<file path="src/odtt_pkg.sv">
// Purpose: constants shared by the debug trigger and trace unit
// Assumes: byte registers reached by index on the core register port
// Notes: trigger-mode and status layouts live outside this unit
// Behaviour
// - forced reset: serial writes only, reads zero
// - serial write of bit 0 resets MCU
// - compare A bytes reset zero, locked armed
// - compare B bytes reset zero, locked armed
// - FIFO high read-only, zero in event-only
// - high byte read keeps FIFO position
// - unarmed low byte read advances FIFO
// - event-only stores bytes in low half
// - low byte reads never advance while armed
// - unarmed low read stores last opcode address
// - control always accessible, enable blocked secure
// - arm set by write, cleared at end
// - bit 5 picks tag or force
// - break on trigger or FIFO full
// - bits 2,3 qualify comparator A direction
// - bits 0,1 qualify comparator B direction
// - registers reached by index on the register port, not the memory map
// - run ends on full or trigger
package odtt_pkg;
  localparam logic [3:0] IDX_CTRL = 4'h0;
  localparam logic [3:0] IDX_CAH = 4'h1;
  localparam logic [3:0] IDX_CAL = 4'h2;
  localparam logic [3:0] IDX_CBH = 4'h3;
  localparam logic [3:0] IDX_CBL = 4'h4;
  localparam logic [3:0] IDX_FH = 4'h5;
  localparam logic [3:0] IDX_FL = 4'h6;
  localparam logic [3:0] IDX_FRST = 4'h7;
  localparam int B_EN = 7;
  localparam int B_ARM = 6;
  localparam int B_TAG = 5;
  localparam int B_BRK = 4;
  localparam int B_RWA = 3;
  localparam int B_CMP_A_DIRECTION_ENABLE = 2;
  localparam int B_RWB = 1;
  localparam int B_CMP_B_DIRECTION_ENABLE = 0;
  localparam int B_FRST = 0;
  localparam logic [7:0] CMP_RST = 8'h00;
  localparam logic [7:0] CTRL_RST = 8'h00;
  localparam logic [7:0] FRST_READ = 8'h00;
  localparam int FIFO_DEPTH = 8;
  typedef enum logic [2:0] {
    ST_IDLE = 3'b001,
    ST_ARMED = 3'b010,
    ST_FILL = 3'b100
  } odtt_state_t;
endpackage

</file>
<file path="src/odtt_buf2.sv">
// Purpose: two-entry valid/ready buffer in the capture path
// Assumes: single clock, asynchronous active-low reset
// Notes: no word lost when the drain side stalls
`timescale 1ns/1ps
module odtt_buf2 #(
  parameter int W = 16
) (
  input wire logic mclk,
  input wire logic nrst,
  input wire logic in_valid,
  output logic in_ready,
  input wire logic [W-1:0] in_data,
  output logic out_valid,
  input wire logic out_ready,
  output logic [W-1:0] out_data
);
  logic [W-1:0] mem_q [2];
  logic rd_q;
  logic wr_q;
  logic [1:0] cnt_q;
  logic push;
  logic pop;
  assign in_ready = (cnt_q != 2'd2);
  assign out_valid = (cnt_q != 2'd0);
  assign out_data = mem_q[rd_q];
  assign push = in_valid & in_ready;
  assign pop = out_valid & out_ready;
  always_ff @(posedge mclk or negedge nrst)
  begin
    if (!nrst)
    begin
      rd_q <= 1'b0;
      wr_q <= 1'b0;
      cnt_q <= 2'd0;
    end
    else
    begin
      if (push)
        wr_q <= ~wr_q;
      if (pop)
        rd_q <= ~rd_q;
      if (push && !pop)
        cnt_q <= cnt_q + 2'd1;
      else if (pop && !push)
        cnt_q <= cnt_q - 2'd1;
    end
  end
  always_ff @(posedge mclk)
  begin
    if (push)
      mem_q[wr_q] <= in_data;
  end
endmodule

</file>
<file path="src/odtt_top.sv">
// Purpose: debug comparators, trace FIFO and control for the core
// Assumes: bus and register port on mclk; mode inputs held steady
// Notes: register read data appears one cycle after reg_rd
`timescale 1ns/1ps
module odtt_top
  import odtt_pkg::*;
#(
  parameter int DEPTH = FIFO_DEPTH
) (
  input wire logic mclk,
  input wire logic nrst,
  input wire logic [3:0] reg_idx,
  input wire logic reg_wr,
  input wire logic reg_rd,
  input wire logic reg_serial,
  input wire logic [7:0] reg_wdata,
  output logic [7:0] reg_rdata_q,
  input wire logic mcu_secure,
  input wire logic event_only,
  input wire logic begin_trace,
  input wire logic trigger_qualify_select,
  input wire logic bus_valid,
  input wire logic [15:0] bus_addr,
  input wire logic bus_rnw,
  input wire logic [7:0] bus_data,
  input wire logic opcode_fetch,
  output logic break_req_q,
  output logic break_tag_q,
  output logic mcu_reset_q,
  output logic [3:0] fifo_count_q
);
  localparam int PW = $clog2(DEPTH);
  localparam logic [3:0] FULL = 4'(DEPTH);
  odtt_state_t st_q;
  logic [7:0] ctrl_q;
  logic [15:0] cmp_a_q;
  logic [15:0] cmp_b_q;
  logic [15:0] fifo_q [DEPTH];
  logic [PW-1:0] wr_ptr_q;
  logic [PW-1:0] rd_ptr_q;
  logic [15:0] last_op_q;
  logic armed;
  logic wr_ctrl;
  logic en_d;
  logic start_run;
  logic stop_run;
  logic match_a;
  logic match_b;
  logic trig;
  logic begin_mode;
  logic cap_valid;
  logic [15:0] cap_word;
  logic buf_in_ready;
  logic buf_out_valid;
  logic [15:0] buf_out_data;
  logic lo_rd;
  logic push;
  logic fill_end;
  logic run_end;

  function automatic logic cmp_hit(input logic [15:0] ref_v,
    input logic [15:0] addr, input logic rnw, input logic dir,
    input logic dir_en);
    cmp_hit = (addr == ref_v) && (!dir_en || (rnw == dir));
  endfunction

  function automatic logic wr_at(input logic [3:0] idx,
    input logic [3:0] want, input logic wr);
    wr_at = wr && (idx == want);
  endfunction

  assign armed = (st_q != ST_IDLE);
  assign wr_ctrl = wr_at(reg_idx, IDX_CTRL, reg_wr);
  assign en_d = reg_wdata[B_EN] & ~mcu_secure;
  assign start_run = wr_ctrl && en_d && reg_wdata[B_ARM];
  assign stop_run = wr_ctrl && (!en_d || !reg_wdata[B_ARM]);
  assign begin_mode = begin_trace | event_only;

  // comparators watch every bus cycle while armed
  assign match_a = armed && bus_valid && cmp_hit(cmp_a_q, bus_addr,
    bus_rnw, ctrl_q[B_RWA], ctrl_q[B_CMP_A_DIRECTION_ENABLE]);
  assign match_b = armed && bus_valid && cmp_hit(cmp_b_q, bus_addr,
    bus_rnw, ctrl_q[B_RWB], ctrl_q[B_CMP_B_DIRECTION_ENABLE]);
  assign trig = event_only ? match_a : (match_a | match_b);

  always_comb
  begin
    cap_valid = 1'b0;
    cap_word = 16'h0000;
    if (event_only)
    begin
      cap_valid = (st_q == ST_FILL) && match_b;
      cap_word = {8'h00, bus_data};
    end
    else if (begin_mode)
    begin
      cap_valid = (st_q == ST_FILL) && bus_valid && opcode_fetch;
      cap_word = bus_addr;
    end
    else
    begin
      cap_valid = (st_q == ST_ARMED) && bus_valid && opcode_fetch;
      cap_word = bus_addr;
    end
  end

  // low-byte read holds the drain side for one cycle
  assign lo_rd = reg_rd && (reg_idx == IDX_FL);

  odtt_buf2 #(
    .W(16)
  ) u_buf (
    .mclk(mclk),
    .nrst(nrst),
    .in_valid(cap_valid),
    .in_ready(buf_in_ready),
    .in_data(cap_word),
    .out_valid(buf_out_valid),
    .out_ready(~lo_rd),
    .out_data(buf_out_data)
  );

  assign push = buf_out_valid && !lo_rd;
  assign fill_end = begin_mode && push && (fifo_count_q == FULL - 4'd1);
  assign run_end = (st_q == ST_FILL && fill_end)
    || (st_q == ST_ARMED && !begin_mode && trig);

  // run sequencing
  always_ff @(posedge mclk or negedge nrst)
  begin
    if (!nrst)
      st_q <= ST_IDLE;
    else if (start_run)
      st_q <= ST_ARMED;
    else if (stop_run || run_end)
      st_q <= ST_IDLE;
    else
    begin
      case (st_q)
        ST_IDLE: st_q <= ST_IDLE;
        ST_ARMED:
        begin
          if (begin_mode && trig)
            st_q <= ST_FILL;
        end
        ST_FILL: st_q <= ST_FILL;
        default: st_q <= ST_IDLE;
      endcase
    end
  end

  // control register, arm bit mirrors run state
  always_ff @(posedge mclk or negedge nrst)
  begin
    if (!nrst)
      ctrl_q <= CTRL_RST;
    else if (wr_ctrl)
      ctrl_q <= {en_d, 1'b0, reg_wdata[5:0]};
  end

  // comparator bytes locked while armed
  always_ff @(posedge mclk or negedge nrst)
  begin
    if (!nrst)
    begin
      cmp_a_q <= {CMP_RST, CMP_RST};
      cmp_b_q <= {CMP_RST, CMP_RST};
    end
    else if (reg_wr && !armed)
    begin
      if (reg_idx == IDX_CAH)
        cmp_a_q[15:8] <= reg_wdata;
      if (reg_idx == IDX_CAL)
        cmp_a_q[7:0] <= reg_wdata;
      if (reg_idx == IDX_CBH)
        cmp_b_q[15:8] <= reg_wdata;
      if (reg_idx == IDX_CBL)
        cmp_b_q[7:0] <= reg_wdata;
    end
  end

  // most recent opcode fetch address
  always_ff @(posedge mclk or negedge nrst)
  begin
    if (!nrst)
      last_op_q <= 16'h0000;
    else if (bus_valid && opcode_fetch)
      last_op_q <= bus_addr;
  end

  // fifo pointers and valid count
  always_ff @(posedge mclk or negedge nrst)
  begin
    if (!nrst)
    begin
      wr_ptr_q <= '0;
      rd_ptr_q <= '0;
      fifo_count_q <= 4'h0;
    end
    else if (start_run)
    begin
      wr_ptr_q <= '0;
      rd_ptr_q <= '0;
      fifo_count_q <= 4'h0;
    end
    else if (push)
    begin
      wr_ptr_q <= wr_ptr_q + PW'(1);
      if (fifo_count_q == FULL)
        rd_ptr_q <= rd_ptr_q + PW'(1);
      else
        fifo_count_q <= fifo_count_q + 4'h1;
    end
    else if (lo_rd && !armed)
      rd_ptr_q <= rd_ptr_q + PW'(1);
  end

  // fifo storage
  always_ff @(posedge mclk)
  begin
    if (push)
      fifo_q[wr_ptr_q] <= buf_out_data;
    else if (lo_rd && !armed)
      fifo_q[rd_ptr_q] <= last_op_q;
  end

  // register read data
  always_ff @(posedge mclk or negedge nrst)
  begin
    if (!nrst)
      reg_rdata_q <= 8'h00;
    else if (reg_rd)
    begin
      case (reg_idx)
        IDX_CTRL: reg_rdata_q <= {ctrl_q[7], armed, ctrl_q[5:0]};
        IDX_CAH: reg_rdata_q <= cmp_a_q[15:8];
        IDX_CAL: reg_rdata_q <= cmp_a_q[7:0];
        IDX_CBH: reg_rdata_q <= cmp_b_q[15:8];
        IDX_CBL: reg_rdata_q <= cmp_b_q[7:0];
        IDX_FH: reg_rdata_q <= event_only ? 8'h00
          : fifo_q[rd_ptr_q][15:8];
        IDX_FL: reg_rdata_q <= fifo_q[rd_ptr_q][7:0];
        IDX_FRST: reg_rdata_q <= FRST_READ;
        default: reg_rdata_q <= 8'h00;
      endcase
    end
  end

  // break requests to the core
  always_ff @(posedge mclk or negedge nrst)
  begin
    if (!nrst)
    begin
      break_req_q <= 1'b0;
      break_tag_q <= 1'b0;
    end
    else
    begin
      break_req_q <= ctrl_q[B_BRK] && !stop_run
        && ((st_q == ST_ARMED && !begin_mode && trig)
        || (st_q == ST_FILL && fill_end));
      break_tag_q <= ctrl_q[B_BRK] && ctrl_q[B_TAG];
    end
  end

  // forced reset, serial debug writes only
  always_ff @(posedge mclk or negedge nrst)
  begin
    if (!nrst)
      mcu_reset_q <= 1'b0;
    else
      mcu_reset_q <= wr_at(reg_idx, IDX_FRST, reg_wr) && reg_serial
        && reg_wdata[B_FRST];
  end
endmodule

</file>
<file path="config.mk">
export PLATFORM = sky130hd
export DESIGN_NAME = odtt_top
export DESIGN_NICKNAME = d
export VERILOG_FILES = /design/src/odtt_pkg.sv /design/src/odtt_buf2.sv /design/src/odtt_top.sv
export SDC_FILE = /design/constraint.sdc
export NUM_CORES = 1
export LEC_CHECK = 0
export BUFFER_PORTS_ARGS = -buffer_cell sky130_fd_sc_hd__buf_4
export CAP_MARGIN = 20
export CELL_PAD_IN_SITES_DETAIL_PLACEMENT = 0
export CELL_PAD_IN_SITES_GLOBAL_PLACEMENT = 1
export CORE_UTILIZATION = 34
export DETAILED_ROUTE_END_ITERATION = 8
export GPL_TIMING_DRIVEN = 0
export PLACE_DENSITY = 0.53
export SLEW_MARGIN = 40
export SYNTH_ARGS = -nofsm -noshare
export SYNTH_HDL_FRONTEND = slang
export SYNTH_SLANG_ARGS = --single-unit
</file>
<file path="constraint.sdc">
create_clock -name mclk -period 2.8 [get_ports mclk]
set_input_delay 0.42 -clock mclk [delete_from_list [all_inputs] [get_ports mclk]]
set_output_delay 0.42 -clock mclk [all_outputs]
set_load 0.05 [all_outputs]
</file>
======== Word-level counts from Yosys, hierarchy flattened ========
Memories as Yosys holds them, arrays and structs flattened.
Cells that the tools add are included.
cells by class
  add/subtract/negate cells ............... 5
  eq/ne operators ......................... 20
  muxes and demuxes ....................... 31
  bitwise operators ....................... 9
  reductions and logical operators ........ 60
operators by type and width
  operator             number
  $pmux 8 s7           1
  $logic_and 1x1->1    33
  $eq 16x16->1         2
  $mux 16              2
  $mux 3               10
  $eq 4x3->1 const B   5
  $reduce_or 16->1     1
  $mux 4               3
  $reduce_and 2->1     6
  $mux 1               11
  $logic_not 1->1      10
  $eq 4x2->1 const B   2
  $mux 8               1
  $add 3x1->3 const B  2
  $pmux 3 s2           1
  $reduce_bool 2->1    3
  $logic_or 1x1->1     5
  $add 4x1->4 const B  1
  $eq 4x1->1 const B   1
  $eq 4x4->1 const B   1
  $logic_not 4->1      1
  $mux 2               2
  $ne 2x2->1 const B   2
  $ne 4x4->1 const B   1
  11 further kinds     18
word-level totals
  register bits ........................... 83
  RAM bits ................................ 160
  output and inout bits ................... 15
  memories kept ........................... 2
memory list
  name         words  width  rd ports  clocked after Yosys merged registers in  write ports  RTL line         text
  fifo_q       8      16     1         0                                        1            odtt_top.sv:38   logic [15:0] fifo_q [DEPTH];
  u_buf.mem_q  2      16     1         0                                        1            odtt_buf2.sv:17  logic [W-1:0] mem_q [2];

======== Logic depth before layout (Yosys ltp) ========
  word-level depth ........................ 11
  gate-level depth with buffers ........... 10
  mapped depth without buffers ............ 10

======== Cells and area by module ========
A second synthesis with hierarchy kept.
second synthesis, totals
  cells, all modules ...................... 702
  area, all modules ....................... 10756.6 µm²
by module, submodules not included
  module     times used  cells an instance  area an instance (µm²)  sequential area each (µm²)
  odtt_top   1           634                9354.0                  5821.8
  odtt_buf2  1           68                 1402.6                  1061.0

======== Least setup slack after synthesis ========
Ideal clock, no wire load.
  kind .................................... input to register
  start ................................... input reg_idx[1]
  end ..................................... memory fifo_q[2][0] (enable)
  library setup time ...................... 0.388 ns
  arrival ................................. 2.185 ns
  slack ................................... 0.226 ns
  stages .................................. 7
  path buffers ............................ 1
  cells stage by stage .................... clkbuf_1 > and4bb_1 > nand2_1 > nor2_2 > and3_1 > a31oi_1 > nor2_1
on the way
  cells in the longest elaborated chain, start to end .. 8
  elaborated cells between the ends (all ways) .. 13
  those cells by class .................... eq/ne: 1; mux: 7; reduce/logical: 5
RTL lines
  what                                                         RTL line                          text
  from (decl)                                                  odtt_top.sv:12                    input wire logic [3:0] reg_idx,
  $eq 4x3->1 *                                                 odtt_top.sv:108                   assign lo_rd = reg_rd && (reg_idx == IDX_FL);
  $logic_and 1x1->1 *                                          odtt_top.sv:108
  $logic_and 1x1->1 / $logic_not 1->1 (equally long branches)  odtt_top.sv:223, odtt_top.sv:123
  $mux 1 / $logic_and 1x1->1 (equally long branches)           odtt_top.sv:223, odtt_top.sv:123
  $mux 1                                                       odtt_top.sv:221                   if (push)
  $mux 1 (not written as such)                                 odtt_top.sv:224                   fifo_q[rd_ptr_q] <= last_op_q;
  $reduce_or 16->1 (no source line)                            n/a
  $mux 3 (no source line) / $mux 1 (equally long branches)     n/a
  to (decl)                                                    odtt_top.sv:38
Every way passes the cells marked *; elsewhere a longest branch is shown, timed or not.

======== Worst setup path in the final report ========
  start ................................... register st_q[0]
  end ..................................... register u_buf.cnt_q[1]
on the way
  cells in the longest elaborated chain, start to end .. 9
  elaborated cells between the ends (all ways) .. 18
  those cells by class .................... eq/ne: 3; mux: 3; bitwise: 1; reduce/logical: 11
RTL lines
  what                                                      RTL line                                         text
  from (decl)                                               odtt_top.sv:34                                   odtt_state_t st_q;
  from (signal assigned)                                    odtt_top.sv:132                                  st_q <= ST_IDLE;
  from (signal assigned)                                    odtt_top.sv:134                                  st_q <= ST_ARMED;
  from (signal assigned)                                    odtt_top.sv:136                                  st_q <= ST_IDLE;
  $eq 3x2->1 (tied with other cells)                        odtt_top.sv:102                                  cap_valid = (st_q == ST_ARMED) && bus_valid && opcode_fetch;
  $logic_and 1x1->1, on equally long branches (2 in a row)  odtt_top.sv:102, odtt_top.sv:82, odtt_top.sv:97
  $mux 1 / $logic_and 1x1->1 (equally long branches)        odtt_top.sv:95, odtt_top.sv:92
  $mux 1 *                                                  odtt_top.sv:90                                   if (event_only)
  $and 1x1->1 *                                             odtt_buf2.sv:26                                  assign push = in_valid & in_ready;
  via u_buf.push                                            odtt_buf2.sv:21                                  logic push;
  $logic_not 1->1                                           odtt_buf2.sv:44                                  else if (pop && !push)
  $logic_and 1x1->1                                         odtt_buf2.sv:44
  $reduce_bool 2->1 (no source line)                        n/a
  to (signal assigned)                                      odtt_buf2.sv:43                                  cnt_q <= cnt_q + 2'd1;
  to (signal assigned)                                      odtt_buf2.sv:45                                  cnt_q <= cnt_q - 2'd1;
  to (decl)                                                 odtt_buf2.sv:20                                  logic [1:0] cnt_q;
The timed path passes the listed nets; every way through them passes the cells marked *.
A chain may end at the register's enable or synchronous reset.

==> results.json <==
{
  "rr_endpoint": "u_buf.cnt_q[1]",
  "cts.sinks": 243,
  "rr_startpoint": "st_q[0]",
  "cp_num_buf_inv": 1,
  "crit_required_ns": 3.25,
  "irDropWorstVdd_mv": 0.583,
  "synth_top_area_share_pct": 45.5,
  "hpwl_mm": 20.6,
  "critPathMostFrequentCell": "xor2_1",
  "via_per_inst": 5.13,
  "hold_viol": 0,
  "antenna_cells": 0,
  "slew_violations": 0,
  "timing.hold.ws_ns": 0.137,
  "initial_utilization_pct": 34.5,
  "tns_ns": 0,
  "yosysUniqueCellTypes": 53,
  "startpoint": "st_q[0]",
  "yosys_warnings": 0,
  "fin_worst_skew_ns": 0.0170,
  "critical-path-slowest-cell": "dfstp_2",
  "path_max_fanout": 7,
  "synth-seq-cells": 243,
  "synth_cells": 699,
  "setup_viol": 0,
  "design_area_sq_um": 12600,
  "drive_above_1_share_pct": 29.3,
  "die_y_microns": 178,
  "postPlaceCellArea_sq_um": 11700,
  "min_from": "reg_serial",
  "drcViolationCount": 0,
  "cts_buffers": 28,
  "yosysTopAreaCell": "edfxtp_1",
  "hp-class": "in2reg",
  "postCtsSetupBuffers": 0,
  "htree_levels": 1,
  "syn_avg_cell_area_sq_um": 15.1,
  "dr.pass1.iters": 5,
  "grt_pass1_wl_mm": 42.4,
  "root_buffer": "clkbuf_16",
  "finalCriticalPeriod_ns": 2.61,
  "antenna_found_initial": 0,
  "holdPathEnd": "mcu_reset_q",
  "clk_latency_ns": 0.54,
  "synthToLayoutAreaGrowth_pct": 19.5,
  "power.density_nw_per_um2": 962,
  "final_cell_mix": "edfxtp_1 (160), dfrtp_1 (82), mux2_2 (64)",
  "rows": 64,
  "place_congestion": 0.817,
  "crit_chain": "or3b_4 > nand2_1 > a211oi_1 > nand4_1 > a2bb2oi_4 > inv_1 > ha_1 > xor2_1 > nor2_1 > xor2_1",
  "globalRouteTotalUtil_pct": 18.4,
  "io_buffers": 59,
  "synth_nets": 752,
  "dieArea_sq_um": 31800,
  "whs_path_depth": 3,
  "path_delay_family": "simple AND/OR/NAND/NOR gates",
  "synthTopCellsByArea": "edfxtp_1 (46%), dfrtp_1 (19%), mux2_2 (6.8%), mux4_2 (6.6%), mux2i_1 (2.8%)",
  "clockBufferDepth": 3,
  "seq_area_frac_synth_pct": 65.2,
  "totalWireLength_mm": 27.9,
  "grt_max_degree": 84,
  "slew_headroom_pct": 42.8,
  "outcome": "complete, no violations",
  "arrival_ns": 3.06,
  "grt_overflow": 0,
  "tightest_slew_ns": 0.858,
  "layout_commonest_cell": "edfxtp_1",
  "io_pins": 63,
  "path_class": "reg2reg",
  "rrSetupSlack_ns": 0.19,
  "maxCapViolations": 0,
  "rsz0062_at_grt": "false",
  "core_sq_um": 30600,
  "cpPeakStageDelay_ns": 0.58,
  "synth-edff-count": 160,
  "start_kind": "register",
  "crit_path_end_kind": "register",
  "cts_tree": "built",
  "synth_flop_cell": "edfxtp_1",
  "leakagePower_nw": 4.71,
  "crit_cells": 10,
  "routedWlPerCell_microns": 23.0,
  "drtIter0Drc": 416,
  "final_nets": 850,
  "grt_pass1_vias": 6711,
  "synth_area_sq_um": 10600,
  "post-route-period-util_pct": 93.2,
  "clk_pin_slew_worst_paths_ns": 0.06,
  "max_freq_ghz": 0.383,
  "ff2ff_path_depth": 10,
  "die_width_microns": 178,
  "vias": 6226,
  "ant_nets": 0,
  "async_flop_share_pct": 34.2
}
==> worst reg2reg max path: stages, from the launching register on <==
cell and delay (ns):
dfstp_2 0.58, or3b_4 0.46, nand2_1 0.14, a211oi_1 0.08, nand4_1 0.25, a2bb2oi_4 0.30, inv_1 0.09, ha_1 0.21
xor2_1 0.14, nor2_1 0.11, xor2_1 0.17
==> state kept, by name, summed over array words and instances (netlist names) <==
signal	flops
ctrl_q	7
mcu_reset_q	1
fifo_q	128
u_buf.rd_q	1
reg_rdata_q	8
break_tag_q	1
u_buf.wr_q	1
u_buf.cnt_q	2
wr_ptr_q	3
u_buf.mem_q	32
break_req_q	1
st_q	3
last_op_q	16
cmp_b_q	16
fifo_count_q	4
cmp_a_q	16
rd_ptr_q	3
==> worst max path at each step <==
stage          slack (ns)        endpoint
2_1_floorplan        0.23    fifo_q[2][0]
3_3_place_gp        -1.26    fifo_q[2][3]
3_5_place_dp        -0.33    fifo_q[1][3]
4_1_cts              0.02   fifo_q[3][15]
5_1_grt              0.03    fifo_q[3][3]
6_report             0.19  u_buf.cnt_q[1]
==> cells in the mapped netlist, types with 6 or more instances <==
master	instances
buf_2	13
dfrtp_1	82
nand2_1	36
nor2_1	54
nor2b_1	14
mux2i_1	30
clkbuf_1	16
xnor2_1	15
xor2_1	30
a22oi_1	12
inv_1	9
mux4_2	31
o22ai_1	6
edfxtp_1	160
o21ai_0	8
mux2_2	64
a21oi_1	34
nand4_1	6
nor4_1	6
o221ai_1	6
==> per-stage QoR <==
step                      cells  power, mW  util [%]  setup WS [ns]
final                      1214       12.1      41.3          0.191
after global routing       1214       12.8      41.3         0.0296
after CTS                  1214       12.3      41.1         0.0220
after detailed placement   1162       8.80      38.2         -0.333
after global placement     1154       8.48      37.6          -1.26
after floorplan             699       7.41         -          0.226
==> area by class of cell <==
cell class,count,area [sq um]
fill,2854,18000
timing repair buffer,69,584
buffer,31,138
clock inverter,9,111
multi-input combinational,414,3610
inverter,10,37.5
clock buffer,42,763
tap,396,495
sequential,243,6880
==> timing repair <==
item                                    CTS  global route
endpoints found under the setup margin  119           159
hold endpoints to repair                 52             0
hold buffers                              1             0
resized for setup                         1             5
==> power by group <==
part	internal (mW)	leakage, nW	total, mW	switching, mW
clock network	2.07	0.426	3.49	1.43
logic	1.45	1.80	3.50	2.05
registers	4.79	2.48	5.15	0.360
total	8.31	4.71	12.1	3.84
==> per-layer routing <==
layer	vias to the layer above	GRT usage (%)	share of wire, %
met5	-	0	0
met4	0	5.97	3.0
met3	52	2.32	3.2
met2	139	31.9	50
met1	3181	23.8	44
li1	2854	-	-
==> cell families after synthesis <==
family	synth area share, %
XOR/XNOR	3.73
AND/OR/NAND/NOR	7.28
buffers and inverters	1.68
AO/OA/AOI/OAI	5.25
flip-flops	65.2
multiplexers	16.3
adder cells (fa/ha/maj)	0.592
No activity file was read; power rests on OpenSTA's default activity.
